===== src/rtl/gudc_defines.svh =====
`ifndef GUDC_DEFINES_SVH
`define GUDC_DEFINES_SVH

// Register byte offsets on the Avalon slave
`define GUDC_OFS_CTRL 8'h00
`define GUDC_OFS_TIMEBASE 8'h04
`define GUDC_OFS_CMD 8'h08
`define GUDC_OFS_COUNT 8'h0C
`define GUDC_OFS_STATUS 8'h10

// Control register fields
`define GUDC_CTRL_GATE_MODE 0
`define GUDC_CTRL_DIR_SRC 1
`define GUDC_CTRL_DIR_SW 2

// Command register fields, write-one pulses
`define GUDC_CMD_START 0
`define GUDC_CMD_STOP 1
`define GUDC_CMD_CLEAR 2

// Status register fields
`define GUDC_STAT_RUN 0
`define GUDC_STAT_UP 1
`define GUDC_STAT_GATE 2
`define GUDC_STAT_INTERNAL 3

// Reset values
`define GUDC_RST_CTRL 3'h0
`define GUDC_RST_TIMEBASE 32'h00000000
`define GUDC_RST_COUNT 32'h00000000

// System clock rate in Hz, 250 MHz
`define GUDC_CLK_HZ 32'h0EE6B280

`endif


===== src/rtl/gudc_pkg.sv =====
package gudc_pkg;

  // Configuration held in the control register
  typedef struct packed {
    logic dir_sw;     // Software direction, 1 is up
    logic dir_src;    // Direction source, 1 is pin
    logic gate_mode;  // 1 gates counting with pin
  } gudc_cfg_t;

  // The three external counter pins
  typedef struct packed {
    logic dir;   // External direction level
    logic gate;  // External gate level
    logic src;   // External count source
  } gudc_pins_t;

  // Run state of the counter
  typedef enum logic {
    GUDC_IDLE,
    GUDC_RUN
  } gudc_run_t;

  // Whole state of the counter core
  typedef struct packed {
    gudc_run_t run;
    gudc_cfg_t cfg;
    logic [31:0] timebase;
    logic [31:0] acc;
    logic [31:0] count;
    logic ack;
    logic [31:0] rdata;
  } gudc_state_t;

  // Whole state of the pin synchroniser
  typedef struct packed {
    gudc_pins_t meta;
    gudc_pins_t stable;
    logic src_prev;
  } gudc_sync_t;

endpackage


===== src/rtl/gudc_pin_sync.sv =====
`timescale 1ns/1ps
`default_nettype none
module gudc_pin_sync import gudc_pkg::*; (
  // Clock and reset
  input wire logic i_clk_sys,
  input wire logic i_rst,
  // Raw pins
  input wire gudc_pins_t i_pins,
  // Synchronised levels and source edge
  output gudc_pins_t o_lvl,
  output logic o_src_rise
);

  gudc_sync_t s;       // Registered state
  gudc_sync_t next_s;  // Next state

  // Two flops per pin; first stage feeds only the second
  always_comb begin
    next_s = s;
    next_s.meta = i_pins;
    next_s.stable = s.meta;
    next_s.src_prev = s.stable.src;
  end

  // State register
  always_ff @(posedge i_clk_sys) begin
    if (i_rst) begin
      s <= '0;
    end else begin
      s <= next_s;
    end
  end

  // Edge taken from settled stages only
  assign o_lvl = s.stable;
  assign o_src_rise = s.stable.src & ~s.src_prev;

endmodule
`default_nettype wire


===== src/rtl/gudc_top.sv =====
`timescale 1ns/1ps
`default_nettype none
`include "gudc_defines.svh"
module gudc_top import gudc_pkg::*; (
  // Clock and reset
  input wire logic i_clk_sys,
  input wire logic i_rst,
  // Avalon-MM slave
  input wire logic [7:0] i_avs_address,
  input wire logic i_avs_read,
  input wire logic i_avs_write,
  input wire logic [31:0] i_avs_writedata,
  input wire logic [3:0] i_avs_byteenable,
  output logic [31:0] o_avs_readdata,
  output logic o_avs_waitrequest,
  // External counter pins
  input wire logic i_count_source,
  input wire logic i_count_gate,
  input wire logic i_count_direction_input,
  // Status
  output logic o_running
);

  // Register select codes
  localparam logic [2:0] SEL_NONE = 3'h0;
  localparam logic [2:0] SEL_CTRL = 3'h1;
  localparam logic [2:0] SEL_TB = 3'h2;
  localparam logic [2:0] SEL_CMD = 3'h3;
  localparam logic [2:0] SEL_COUNT = 3'h4;
  localparam logic [2:0] SEL_STAT = 3'h5;
  localparam logic [32:0] CLK_HZ_W = {1'b0, `GUDC_CLK_HZ};

  gudc_state_t s;       // Registered state
  gudc_state_t next_s;  // Next state
  gudc_pins_t raw;      // Pins gathered for syncing
  gudc_pins_t lvl;      // Synchronised pin levels
  logic src_rise;       // Synchronised source edge
  logic req;            // Bus request present
  logic take;           // Bus access completes
  logic [2:0] sel;      // Decoded register
  logic tb_use;         // Internal timebase chosen
  logic [31:0] tb_inc;  // Clamped timebase step
  logic [32:0] acc_sum; // Accumulator plus step
  logic tick;           // Internal timebase event
  logic event_in;       // Selected count event
  logic enabled;        // Counting allowed now
  logic up;             // Effective direction

  // Address decode, used for read and write
  function automatic logic [2:0] decode(input logic [7:0] addr);
    logic [2:0] r;
    r = SEL_NONE;
    if (addr == `GUDC_OFS_CTRL) begin
      r = SEL_CTRL;
    end else if (addr == `GUDC_OFS_TIMEBASE) begin
      r = SEL_TB;
    end else if (addr == `GUDC_OFS_CMD) begin
      r = SEL_CMD;
    end else if (addr == `GUDC_OFS_COUNT) begin
      r = SEL_COUNT;
    end else if (addr == `GUDC_OFS_STATUS) begin
      r = SEL_STAT;
    end
    return r;
  endfunction

  // Byte lane merge for partial writes
  function automatic logic [31:0] merge(input logic [31:0] old,
                                        input logic [31:0] wd,
                                        input logic [3:0] be);
    logic [31:0] r;
    r = old;
    for (int i = 0; i < 4; i++) begin
      if (be[i]) begin
        r[8*i +: 8] = wd[8*i +: 8];
      end
    end
    return r;
  endfunction

  // Pins cross into the clock domain here
  // Edge taken after the second flop, so a pin edge reaches the count
  // three clocks late; pulses shorter than one clock may be missed
  assign raw.src = i_count_source;
  assign raw.gate = i_count_gate;
  assign raw.dir = i_count_direction_input;

  gudc_pin_sync u_sync (
    .i_clk_sys(i_clk_sys),
    .i_rst(i_rst),
    .i_pins(raw),
    .o_lvl(lvl),
    .o_src_rise(src_rise)
  );

  // Bus handshake: one wait cycle, then done
  // Waitrequest is combinational so the first cycle of a request stalls;
  // the registered ack releases it, costing two cycles per access
  assign req = i_avs_read | i_avs_write;
  assign o_avs_waitrequest = req & ~s.ack;
  assign take = req & s.ack;
  assign sel = decode(i_avs_address);

  // Timebase, event and direction selection
  // Accumulator adds the rate each clock and ticks on reaching the clock
  // rate, so slow rates spread their ticks evenly with no divider table
  always_comb begin
    // Positive signed value means internal timebase
    tb_use = ($signed(s.timebase) > 32'sh00000000);
    // Faster than the clock cannot tick more than once a cycle
    if (s.timebase > `GUDC_CLK_HZ) begin
      tb_inc = `GUDC_CLK_HZ;
    end else begin
      tb_inc = s.timebase;
    end
    acc_sum = {1'b0, s.acc} + {1'b0, tb_inc};
    tick = tb_use && (acc_sum >= CLK_HZ_W);
    // Internal ticks or external rising edges
    event_in = tb_use ? tick : src_rise;
    // Gate ignored in mode 0, required in mode 1
    enabled = (s.run == GUDC_RUN) && (!s.cfg.gate_mode || lvl.gate);
    // Pin or software direction
    up = s.cfg.dir_src ? lvl.dir : s.cfg.dir_sw;
  end

  // Next state of the whole counter
  // Later assignments win: an event is overridden by a software load or
  // clear in the same cycle, so software always sees what it wrote
  always_comb begin
    next_s = s;
    // Ack raised for one cycle after a request arrives
    next_s.ack = req & ~s.ack;

    // Fractional accumulator for the timebase
    if (!tb_use) begin
      next_s.acc = 32'h00000000;
    end else if (tick) begin
      next_s.acc = 32'(acc_sum - CLK_HZ_W);
    end else begin
      next_s.acc = acc_sum[31:0];
    end

    // Direction sampled at the event itself
    if (event_in && enabled) begin
      if (up) begin
        next_s.count = s.count + 32'h00000001;
      end else begin
        next_s.count = s.count - 32'h00000001;
      end
    end

    // Capturing in the wait cycle keeps read data on a flop, at the
    // price of a fixed one-cycle stall on every read
    // Read data captured in the waiting cycle
    if (i_avs_read && !s.ack) begin
      if (sel == SEL_CTRL) begin
        next_s.rdata = {29'h0000000, s.cfg};
      end else if (sel == SEL_TB) begin
        next_s.rdata = s.timebase;
      end else if (sel == SEL_COUNT) begin
        next_s.rdata = s.count;
      end else if (sel == SEL_STAT) begin
        next_s.rdata = {28'h0000000, tb_use, lvl.gate, up,
                        s.run == GUDC_RUN};
      end else begin
        // Command and unmapped addresses read zero
        next_s.rdata = 32'h00000000;
      end
    end

    // Writes land on the completing edge
    if (take && i_avs_write) begin
      if (sel == SEL_CTRL) begin
        next_s.cfg = gudc_cfg_t'(3'(merge({29'h0000000, s.cfg},
                                          i_avs_writedata,
                                          i_avs_byteenable)));
      end else if (sel == SEL_TB) begin
        next_s.timebase = merge(s.timebase, i_avs_writedata,
                                i_avs_byteenable);
        // Restart the phase so the new rate begins cleanly
        next_s.acc = 32'h00000000;
      end else if (sel == SEL_CMD && i_avs_byteenable[0]) begin
        // Stop beats start when both are written
        if (i_avs_writedata[`GUDC_CMD_STOP]) begin
          next_s.run = GUDC_IDLE;
        end else if (i_avs_writedata[`GUDC_CMD_START]) begin
          next_s.run = GUDC_RUN;
        end
        // Clear overrides an event in the same cycle
        if (i_avs_writedata[`GUDC_CMD_CLEAR]) begin
          next_s.count = `GUDC_RST_COUNT;
        end
      end else if (sel == SEL_COUNT) begin
        // Software load wins over a simultaneous event
        next_s.count = merge(s.count, i_avs_writedata,
                             i_avs_byteenable);
      end
    end
  end

  // State register
  // Synchronous reset puts every field back to its idle value
  always_ff @(posedge i_clk_sys) begin
    if (i_rst) begin
      s.run <= GUDC_IDLE;
      s.cfg <= gudc_cfg_t'(`GUDC_RST_CTRL);
      s.timebase <= `GUDC_RST_TIMEBASE;
      s.acc <= 32'h00000000;
      s.count <= `GUDC_RST_COUNT;
      s.ack <= 1'b0;
      s.rdata <= 32'h00000000;
    end else begin
      s <= next_s;
    end
  end

  // Outputs straight from flops
  assign o_avs_readdata = s.rdata;
  assign o_running = (s.run == GUDC_RUN);

endmodule
`default_nettype wire


===== config.mk =====
export PLATFORM = sky130hd
export DESIGN_NAME = gudc_top
export DESIGN_NICKNAME = d
export VERILOG_FILES = /design/src/rtl/gudc_pkg.sv /design/src/rtl/gudc_pin_sync.sv /design/src/rtl/gudc_top.sv
export VERILOG_INCLUDE_DIRS = /design/src /design/src/rtl
export SDC_FILE = /design/constraint.sdc
export NUM_CORES = 1
export LEC_CHECK = 0
export BUFFER_PORTS_ARGS = -buffer_cell sky130_fd_sc_hd__buf_2
export CAP_MARGIN = 30
export CELL_PAD_IN_SITES_DETAIL_PLACEMENT = 1
export CELL_PAD_IN_SITES_GLOBAL_PLACEMENT = 1
export CORE_ASPECT_RATIO = 0.8
export CORE_MARGIN = 2
export CORE_UTILIZATION = 49
export CTS_CLUSTER_SIZE = 10
export DETAILED_ROUTE_END_ITERATION = 7
export PLACE_DENSITY_LB_ADDON = 0.1
export SYNTH_ARGS = -nofsm -noshare
export SYNTH_HDL_FRONTEND = slang
export SYNTH_SLANG_ARGS = --single-unit

===== constraint.sdc =====
create_clock -name i_clk_sys -period 14.2 [get_ports i_clk_sys]
set_clock_uncertainty 0.1 [all_clocks]
set_input_delay 0.71 -clock i_clk_sys [delete_from_list [all_inputs] [get_ports i_clk_sys]]
set_output_delay 0.71 -clock i_clk_sys [all_outputs]
set_load 0.005 [all_outputs]

### Word-level counts from Yosys, hierarchy flattened

Index checks and enable logic that the tools add are counted.

| word-level totals | value |
|---|---|
| flip-flop bits (word level) | 140 |
| input port bits | 51 |
| logic and storage cells | 96 |

| cells by class | value |
|---|---|
| add/sub/neg operators | 4 |
| order comparisons | 3 |
| equality and inequality tests | 13 |
| muxes and demuxes | 29 |
| bitwise gates (word level) | 8 |
| reduce and logical (&&, ||, !) cells | 17 |

Operators by type and width:

| operator | count |
|---|---|
| 32-bit 2-to-1 mux | 13 |
| 64-bit 2-to-1 mux | 2 |
| 32-bit by 32-bit adder with 33-bit output | 1 |
| 33-bit by 28-bit >= comparator with 1-bit output, second input constant | 1 |
| 32-bit by 1-bit adder with 32-bit output, second input constant | 1 |
| 32-bit by 1-bit greater-than comparator with 1-bit output, second input constant | 1 |
| 32-bit by 28-bit greater-than comparator with 1-bit output, second input constant | 1 |
| 8-bit 2-to-1 mux | 4 |
| 32-bit by 1-bit subtractor with 32-bit output, second input constant | 1 |
| 32-bit by 28-bit subtractor with 32-bit output, second input constant | 1 |
| 6-bit by 5-bit inequality test with 1-bit output, second input constant | 4 |
| 8-bit by 4-bit equality test with 1-bit output, second input constant | 2 |
| 4-bit AND reduction | 4 |
| 3-bit 2-to-1 mux | 5 |
| 8-bit by 3-bit equality test with 1-bit output, second input constant | 1 |
| 8-bit by 5-bit equality test with 1-bit output, second input constant | 1 |
| 8-bit logical NOT | 1 |
| 3-bit by 2-bit equality test with 1-bit output, second input constant | 2 |
| 3-bit equality test, second input constant | 2 |
| 1-bit logical AND | 6 |
| 5-bit AND reduction | 1 |
| 1-bit 2-to-1 mux | 4 |
| 4-bit 2-to-1 mux | 1 |
| 1-bit inverter | 4 |
| 7 further kinds | 10 |

### Longest topological paths before layout

Gate-level depths: netlist (run 1).

| depth | value |
|---|---|
| word-level depth | 13 |
| depth in mapped cells | 27 |
| mapped depth without buffers | 23 |

### Hierarchy

A second synthesis (run 1) with hierarchy kept.

| second synthesis, totals | value |
|---|---|
| cells, all modules | 1,419 |
| area total of the unflattened synthesis | 10,815.4 µm² |

By module, submodules not included:

| module | instances | cells each | area each (µm²) |
|---|---|---|---|
| gudc_top | 1 | 1,401 | 10,602.7 |
| gudc_pin_sync | 1 | 18 | 212.7 |

### Worst setup path after synthesis (run 1)

OpenSTA, ideal clock, no wires.

| timing | value |
|---|---|
| path type | register to register |
| from | register s[128] (netlist name) |
| to | register s[95] (netlist name) |
| setup time | 0.070 ns |
| arrival | 5.583 ns |
| data required time | 14.030 ns |
| slack | 8.446 ns |
| stages on the path, launching flop included | 22 |
| path buffers | 2 |
| path through | dfxtp_1 > or4_1 > nor4_1 > nand2_1 > o21ai_0 > clkbuf_1 > and2_1 > ha_1 > a211o_1 > a211o_1 > and3_1 > or2_2 > ha_1 > inv_1 > a211oi_2 > o311a_2 > a2111oi_2 > o2111ai_1 > and3_1 > buf_6 > or4_1 > a21oi_1 |

| between the ends | value |
|---|---|
| word-level cells in the longest chain between the ends | 10 |
| elaborated cells on any way between the ends | 12 |

Ends and longest elaborated chain:

| what | RTL line | RTL |
|---|---|---|
| start, declared | gudc_top.sv:33 | `gudc_state_t s;` |
| start signal, assigned | gudc_top.sv:213 | `s <= next_s;` |
| 32-bit by 28-bit greater-than comparator with 1-bit output (no source line) | n/a |  |
| 32-bit 2-to-1 mux | gudc_top.sv:111 | `` if (s.timebase > `GUDC_CLK_HZ) begin `` |
| 32-bit by 32-bit adder with 33-bit output | gudc_top.sv:116 | `acc_sum = {1'b0, s.acc} + {1'b0, tb_inc};` |
| 33-bit by 28-bit >= comparator with 1-bit output | gudc_top.sv:117 | `tick = tb_use && (acc_sum >= CLK_HZ_W);` |
| 1-bit logical AND | gudc_top.sv:117 |  |
| 32-bit 2-to-1 mux | gudc_top.sv:137 | `end else if (tick) begin` |
| 32-bit 2-to-1 mux * | gudc_top.sv:135 | `if (!tb_use) begin` |
| 32-bit 2-to-1 mux | gudc_top.sv:177 | `end else if (sel == SEL_TB) begin` |
| 64-bit 2-to-1 mux | gudc_top.sv:173 | `if (sel == SEL_CTRL) begin` |
| 64-bit 2-to-1 mux * | gudc_top.sv:172 | `if (take && i_avs_write) begin` |

Every way passes the cells marked *; elsewhere a longest branch is shown, timed or not.
A chain may end at the register's enable or synchronous reset.

### Worst setup path after layout (run 1)

| timing | value |
|---|---|
| from | register s[128] (netlist name) |
| to | register s[58] (netlist name) |

| between the ends | value |
|---|---|
| word-level cells in the longest chain between the ends | 13 |
| elaborated cells on any way between the ends | 15 |

Ends and longest elaborated chain:

| what | RTL line | RTL |
|---|---|---|
| 32-bit by 28-bit greater-than comparator with 1-bit output (no source line) | n/a |  |
| 32-bit 2-to-1 mux | gudc_top.sv:111 |  |
| 32-bit by 32-bit adder with 33-bit output | gudc_top.sv:116 |  |
| 33-bit by 28-bit >= comparator with 1-bit output | gudc_top.sv:117 |  |
| 1-bit logical AND | gudc_top.sv:117 |  |
| 1-bit 2-to-1 mux * | gudc_top.sv:119 | `event_in = tb_use ? tick : src_rise;` |
| 1-bit logical AND * | gudc_top.sv:144 | `if (event_in && enabled) begin` |
| 32-bit 2-to-1 mux * | gudc_top.sv:144 |  |
| 32-bit 2-to-1 mux (on tied branches) | gudc_top.sv:193, gudc_top.sv:190 |  |
| 32-bit 2-to-1 mux | gudc_top.sv:182 | `end else if (sel == SEL_CMD && i_avs_byteenable[0]) begin` |
| 32-bit 2-to-1 mux | gudc_top.sv:177 |  |
| 64-bit 2-to-1 mux | gudc_top.sv:173 |  |
| 64-bit 2-to-1 mux * | gudc_top.sv:172 |  |

Marks and branches as above.

==> run metrics, run 1 <==
status=finished clean; cts repair resizes=0; die height=137.4 um; CTS Buf Count=17; Final Hold Fails=0; top cells by area, synth=dfxtp_1 26%, a21oi_1 7.7%, ha_1 7.2%; GR Util met3=~7%; global route hottest layer=met2; layout cells sized above 1=between 10 and 15%; endpoint class of the critical path=flip-flop; grt met1 use=roughly 48%; CP startpoint kind=flip-flop; max frequency=130.9 MHz; asr flop ratio synth=0%; Starting Density=50.28%; antenna fix cells=0; Placeable Area=0.02168 mm2; Initial DRC Count=1082; final-report setup violation count=0; RSZ-0062 raised after global routing=false; DRC violations left=0; crit path cell chain=or4_1 > nor4_1 > o31ai_1 > nand2_1 > o21ai_1 > buf_4 > and2_1 > ha_1 > fa_1 > a21o_1 > a221oi_2 > o211ai_2 > and2_1 > a311oi_1 > o21ai_0 > nor2_1 > o2111ai_1 > buf_4 > nand4_4 > and2_1 > buf_4 > o221ai_1; post-detail-place hpwl=29.69 mm; antenna violations before repair=1; final WL=approximately 40 mm; max-slew violation count=0; Hold-fix buffers, CTS=0; met2 Track Usage GR=between 50% and 60%; synth unique cells=79; vias in the first global route=11180; die area=roughly 0.023 mm2; post-CTS setup buffers=0; dominant synthesized flop cell=dfxtp_1; Syn Inst Count=1451; Setup CP Type=reg -> reg; Worst-path clk slew=0.07 ns; DRT Pass-1 Iters=5; Commonest cells post-synth=167 x a21oi_1, 148 x nor2_1, 140 x dfxtp_1; Clock Path Buffers=2; total congestion overflow=0; worst-margin pin slew=0.8936 ns; Synth Warn #=0; Final period util=53.78%; gpl congestion=0.9066; crit path max-delay cell type=or4_1; Synth Area per Inst=7.513 um2; Via density=6.461; pwr dens=around 79 mW/mm2; port bufs=84; Post-synth EDFFs=0; Hold/Removal Path Class=reg -> reg; Yosys reg bits=140; Synth area leader=dfxtp_1; CTS tree=done; largest net degree at the start of global routing=60; final core occ=55.09%; CP Data Required Time=14.39 ns; Avg WL per Cell=around 22 um; Ports=85; Final nets=~1600; final setup TNS=0 ns; area grow syn2layout=9.561%; Max-slew headroom=39.59%; global-route wire length before repair=61.61 mm; CTS sink count=140; max-cap viol count=0; most common cell in the netlist=a21oi_1; synthesized cell area=about 0.011 mm2; worst skew pair latency=0.44 ns; Routed Antenna Nets=0; maximum vdd drop=0.00007866 V; vias=roughly 11000; worst stage delay on the critical path=0.59 ns; Std-Cell Rows=48; crit-path max FO=36; GRT Total Usage=around a third; Synth top area share=25.71%; H-tree depth=4; Data arrival, critical path=7.83 ns; Final min period=about 7.6 ns; DIE WIDTH=170.8 um; Root Driver=clkbuf_16; leakage power=around 5 nW; post-synthesis sequential area ratio=around a quarter
==> metal layers <==
layer  share of wire, %  vias to the layer above
met3                8.3                       67
met4                2.0                        2
met5              0.033                        -
li1                   -                     5327
met1                 47                     5627
met2                 43                      446
==> path summary, 6_finish.rpt <==
kind                                        from               to  slack, ns  depth (start not counted)
worst max-delay path                      s[128]            s[58]       6.56                         22
worst min-delay path            u_sync.next_s[3]  u_sync.o_lvl[2]       0.35                          1
worst max register to register            s[128]            s[58]       6.56                         22
worst min register to register  u_sync.next_s[3]  u_sync.o_lvl[2]       0.35                          1
==> report_power, final <==
group | internal (W) | switching (W)
clock network | 0.000299 | 0.000199
registers | 0.000394 | 0.00000108
logic | 0.0000170 | 0.0000365
==> sequential cells by signal (all words and copies together), names as in the netlist <==
register        cells
s                 100
u_sync.next_s       3
o_running           1
u_sync.s            1
o_avs_readdata     32
u_sync.o_lvl        3
==> final cells by class <==
type / instances / area [um2]
clock buffer: 18 / 429.2
clock inverter: 14 / 207.7
fill: 2736 / 9737
inverter: 28 / 105.1
multi-input combinational: 1176 / 7458
sequential: 140 / 2803
tap: 300 / 375.4
timing repair buffer: 99 / 565.5
==> per-stage QoR <==
| step | hold slack (ns) | instance area, um2 | setup slack [ns] | power (W) | cells |
|---|---|---|---|---|---|
| final | 0.3473 | 11940 | 6.563 | 0.0009461 | 1775 |
| after global routing | 0.3678 | 11940 | 6.149 | 0.0009686 | 1775 |
| after CTS | 0.3571 | 11940 | 6.741 | 0.0009470 | 1775 |
| after detailed placement | 0.3389 | 11310 | 6.949 | 0.0004559 | 1743 |
| after global placement | 0.3208 | 11260 | 7.104 | 0.0004532 | 1741 |
| after floorplan | 0.3138 | 10910 | 8.446 | 0.0004345 | 1454 |
==> cell families after synthesis <==
group | after synthesis | share of synthesized area (%)
adders and majority gates | 65 | 7.598
muxes | 44 | 4.051
and+or+nand+nor | 590 | 26.49
AOI/OAI and AO/OA | 422 | 25.80
buffers and inverters | 138 | 6.221
DFF | 140 | 25.71
other | 1 | 0.03440
xor gates and xnor gates | 51 | 4.097
==> worst max-delay path, delay by kind of cell, from the launching register on <==
family          cells  cell delay (ns)
flops               1             0.34
buf+inv             3             0.92
compound gates      9             2.64
simple gates        8             2.80
fa+ha+maj           2             0.65
==> placed cells by master, fill, tap and decap left out, types with 7 or more instances in the layout <==
cell type  synthesis  final
xnor2_1           41     41
and3_1            19     19
a21o_1            27     27
mux2i_1           43     42
o21ai_1            6      7
dfxtp_1          140    140
or3_1              7      7
buf_4             33     13
nand3_1           72     72
or4_1             11     11
a22oi_1           20     20
ha_1              63     63
o21bai_1           8      8
nor2b_1           14     14
buf_2             10     84
a211oi_1           8      8
nor2_1           148    147
nor4_1             9      9
xor2_1            10     10
or2_2             16     16
nor3_1            54     53
o21ai_0           47     46
a31oi_1           15     15
inv_1             28     28
nand2_1          132    132
nand4_1           44     44
o211ai_1          20     20
o21a_1            14     14
o31ai_1            9      9
a21oi_1          167    167
o211ai_2          11     11
and2_1            29     29
nand2b_1          20     19
clkbuf_16          0     17
(Power assumes the default switching activity.)
==> run 2, diff against run 1 <==
Settings changed: ABC_AREA set to 1, CORE_UTILIZATION 49 to 39.
Clock period 14.2 ns to 6.21 ns, I/O delays scaled along.
==> run 2 against run 1 <==
Against the previous run: total power increased by 130%; worst hold slack got worse by 0.26 ns; final area increased by 9.1%; synthesized area increased by 7.4%; global-route usage decreased by 6.0 points.
==> run metrics, run 2 <==
routed length on met2=19.36 mm; Max-slew headroom=~27%; Top reg by flops=s; max frequency=177.4 MHz; most common cell after layout, fill and taps aside=nand2_1; status=finished clean; layout cells sized above 1=roughly 10%; endpoint class of the critical path=flip-flop; Data arrival, critical path=5.85 ns; Ports=85; Root Driver=clkbuf_16; Routed Antenna Nets=0; post-detail-place hpwl=35.07 mm; RR Startpoint=s[112]; asr flop ratio synth=0%; Reg2Reg Setup Slack=0.57 ns; max-cap viol count=0; final setup TNS=0 ns; Avg WL per Cell=18.37 um; top cells by area, synth=dfxtp_1 24%, nand2_1 19%, inv_1 7.8%; GRT Total Usage=27.85%; port bufs=between 80 and 90; worst skew pair latency=0.44 ns; Syn Inst Count=1969; pwr dens=164.6 mW/mm2; Met1 Wirelength=roughly 22 mm; Hold/Removal Path Class=in -> reg; Final min period=roughly 5.6 ns; global-route wire length before repair=about 70 mm; Synth Area per Inst=5.946 um2; most frequent cells in the layout=597 x nand2_1, 243 x inv_1, 218 x nor2_1; crit path max-delay cell type=fa_1; antenna fix cells=0; Final period util=90.78%; Post-synth EDFFs=0; Synth top area share=a little under a quarter; final WL=roughly 44 mm; FF-to-FF path depth=30; Std-Cell Rows=56; Critical R2R Capture=s[89]; synth unique cells=49; dominant synthesized flop cell=dfxtp_1; highest routed layer=met4; DRT Pass-1 Iters=7; die height=159.0 um; synthesized cell area=0.01171 mm2; Worst-path clk slew=0.06 ns; Via density=between 5 and 6; maximum vdd drop=0.0001797 V; final core occ=44.26%; H-tree depth=4; DIE WIDTH=197.7 um; CTS Buf Count=17; area grow syn2layout=11.26%; Critical Path Source=s[112]; CP Data Required Time=~6.4 ns; worst hold stages=3; die area=0.03143 mm2; CTS sink count=140; Starting Density=39.78%; antenna violations before repair=0; most common cell in the netlist=nand2_1; Initial DRC Count=748; most used cell, CP=nand2_1; max-slew violation count=0; Clock Path Buffers=2; Synth area leader=dfxtp_1; max reg flops=100; vias in the first global route=12660; final-report setup violation count=0; Final nets=around 2100; worst stage delay on the critical path=0.40 ns; met3 wire length=1.768 mm; RSZ-0062 raised after global routing=false; Yosys reg bits=140; Setup CP Type=reg -> reg; gpl congestion=~0.94; largest net degree at the start of global routing=66; worst-margin pin slew=1.090 ns; total congestion overflow=0; CP startpoint kind=flip-flop; post-synthesis sequential area ratio=23.94%; DRC violations left=0; Synth Warn #=0; Commonest cells post-synth=597 x nand2_1, 244 x inv_1, 221 x nor2_1; Worst Hold Endpoint=s[32]; Final Hold Fails=0; crit-path max FO=8; leakage power=between 6 and 7 nW; vias=13010; CTS tree=done; hold_sp=i_avs_read; Placeable Area=0.02943 mm2
==> run 2: changes by cell type in the layout (fill, tap and decap cells not counted), moves of 27 or more <==
cell,delta
o21ai_0,+42
mux2i_1,-42
inv_1,+215
nor2_1,+71
and2_1,-27
a211oi_1,+29
nand2_1,+465
xnor2_1,-32
==> run 2: power by group <==
group	total, W	internal (W)	switching, W
registers	0.000903	0.000901	0.00000208
logic	0.0000993	0.0000272	0.0000721
clock network	0.00114	0.000704	0.000439
total	0.00214	0.00163	0.000513
==> run 2: worst max path at each step <==
stage | to | slack, ns | cells past startpoint
2_1_floorplan | s[47] | 1.58 | 33
3_3_place_gp | s[89] | 0.52 | 30
3_5_place_dp | s[89] | 0.26 | 30
4_1_cts | s[89] | 0.25 | 30
5_1_grt | s[89] | 0.01 | 30
6_report | s[89] | 0.57 | 30
==> run 2: critical path: cells and delay by family, from the launching register on <==
family                     cells  cell delay [ns]
AOI/OAI and AO/OA              6             1.24
buffers and inverters          4             0.42
and+or+nand+nor               16             2.30
adders and majority gates      3             0.82
DFF                            1             0.35
xor gates and xnor gates       1             0.28
==> run 2: kinds of logic (layout without fill, tap and decap cells) <==
| family | after synthesis | count (layout) | synth area share, % |
|---|---|---|---|
| AO/OA/AOI/OAI | 312 | 312 | 15.03 |
| XOR/XNOR | 33 | 33 | 2.469 |
| adder cells (fa/ha/maj) | 65 | 65 | 7.075 |
| buffers and inverters | 338 | 392 | 12.07 |
| flip-flops | 140 | 140 | 23.94 |
| multiplexers | 1 | 1 | 0.08550 |
| other | 1 | 4 | 0.03203 |
| AND/OR/NAND/NOR | 1079 | 1079 | 39.31 |
==> run 2: through the flow <==
| stage | hold WS (ns) | setup slack (ns) | area (um2) | instances | total power, W |
|---|---|---|---|---|---|
| after global placement | 0.2938 | 0.5221 | 12300 | 2364 | 0.001018 |
| after detailed placement | 0.2967 | 0.2627 | 12300 | 2364 | 0.001018 |
| after floorplan | 0.2883 | 1.581 | 11720 | 1972 | 0.0009681 |
| after global routing | 0.1004 | 0.01092 | 13030 | 2403 | 0.002205 |
| final | 0.08415 | 0.5724 | 13030 | 2403 | 0.002144 |
| after CTS | 0.06650 | 0.2533 | 12960 | 2399 | 0.002155 |
==> run 2: layout make-up <==
cell class / count / area, um2
multi-input combinational: 1494 / 7540
clock inverter: 11 / 165.2
tap: 377 / 471.7
fill: 4102 / 16400
timing repair buffer: 107 / 626.9
inverter: 253 / 949.7
sequential: 140 / 2803
clock buffer: 21 / 470.5
==> run 2: per-layer routing <==
metal / vias to the layer above / track usage, %
li1: 6442 / -
met1: 6252 / 40.51
met2: 273 / 43.57
met3: 46 / 3.686
met4: 0 / 6.357
met5: - / 0
==> run 2: timing repair <==
action,4_1_cts,5_1_grt
endpoints found under the hold margin,3,0
setup endpoints to repair,0,55
setup buffers,0,4
hold buffers,3,0
gates resized for setup,0,6
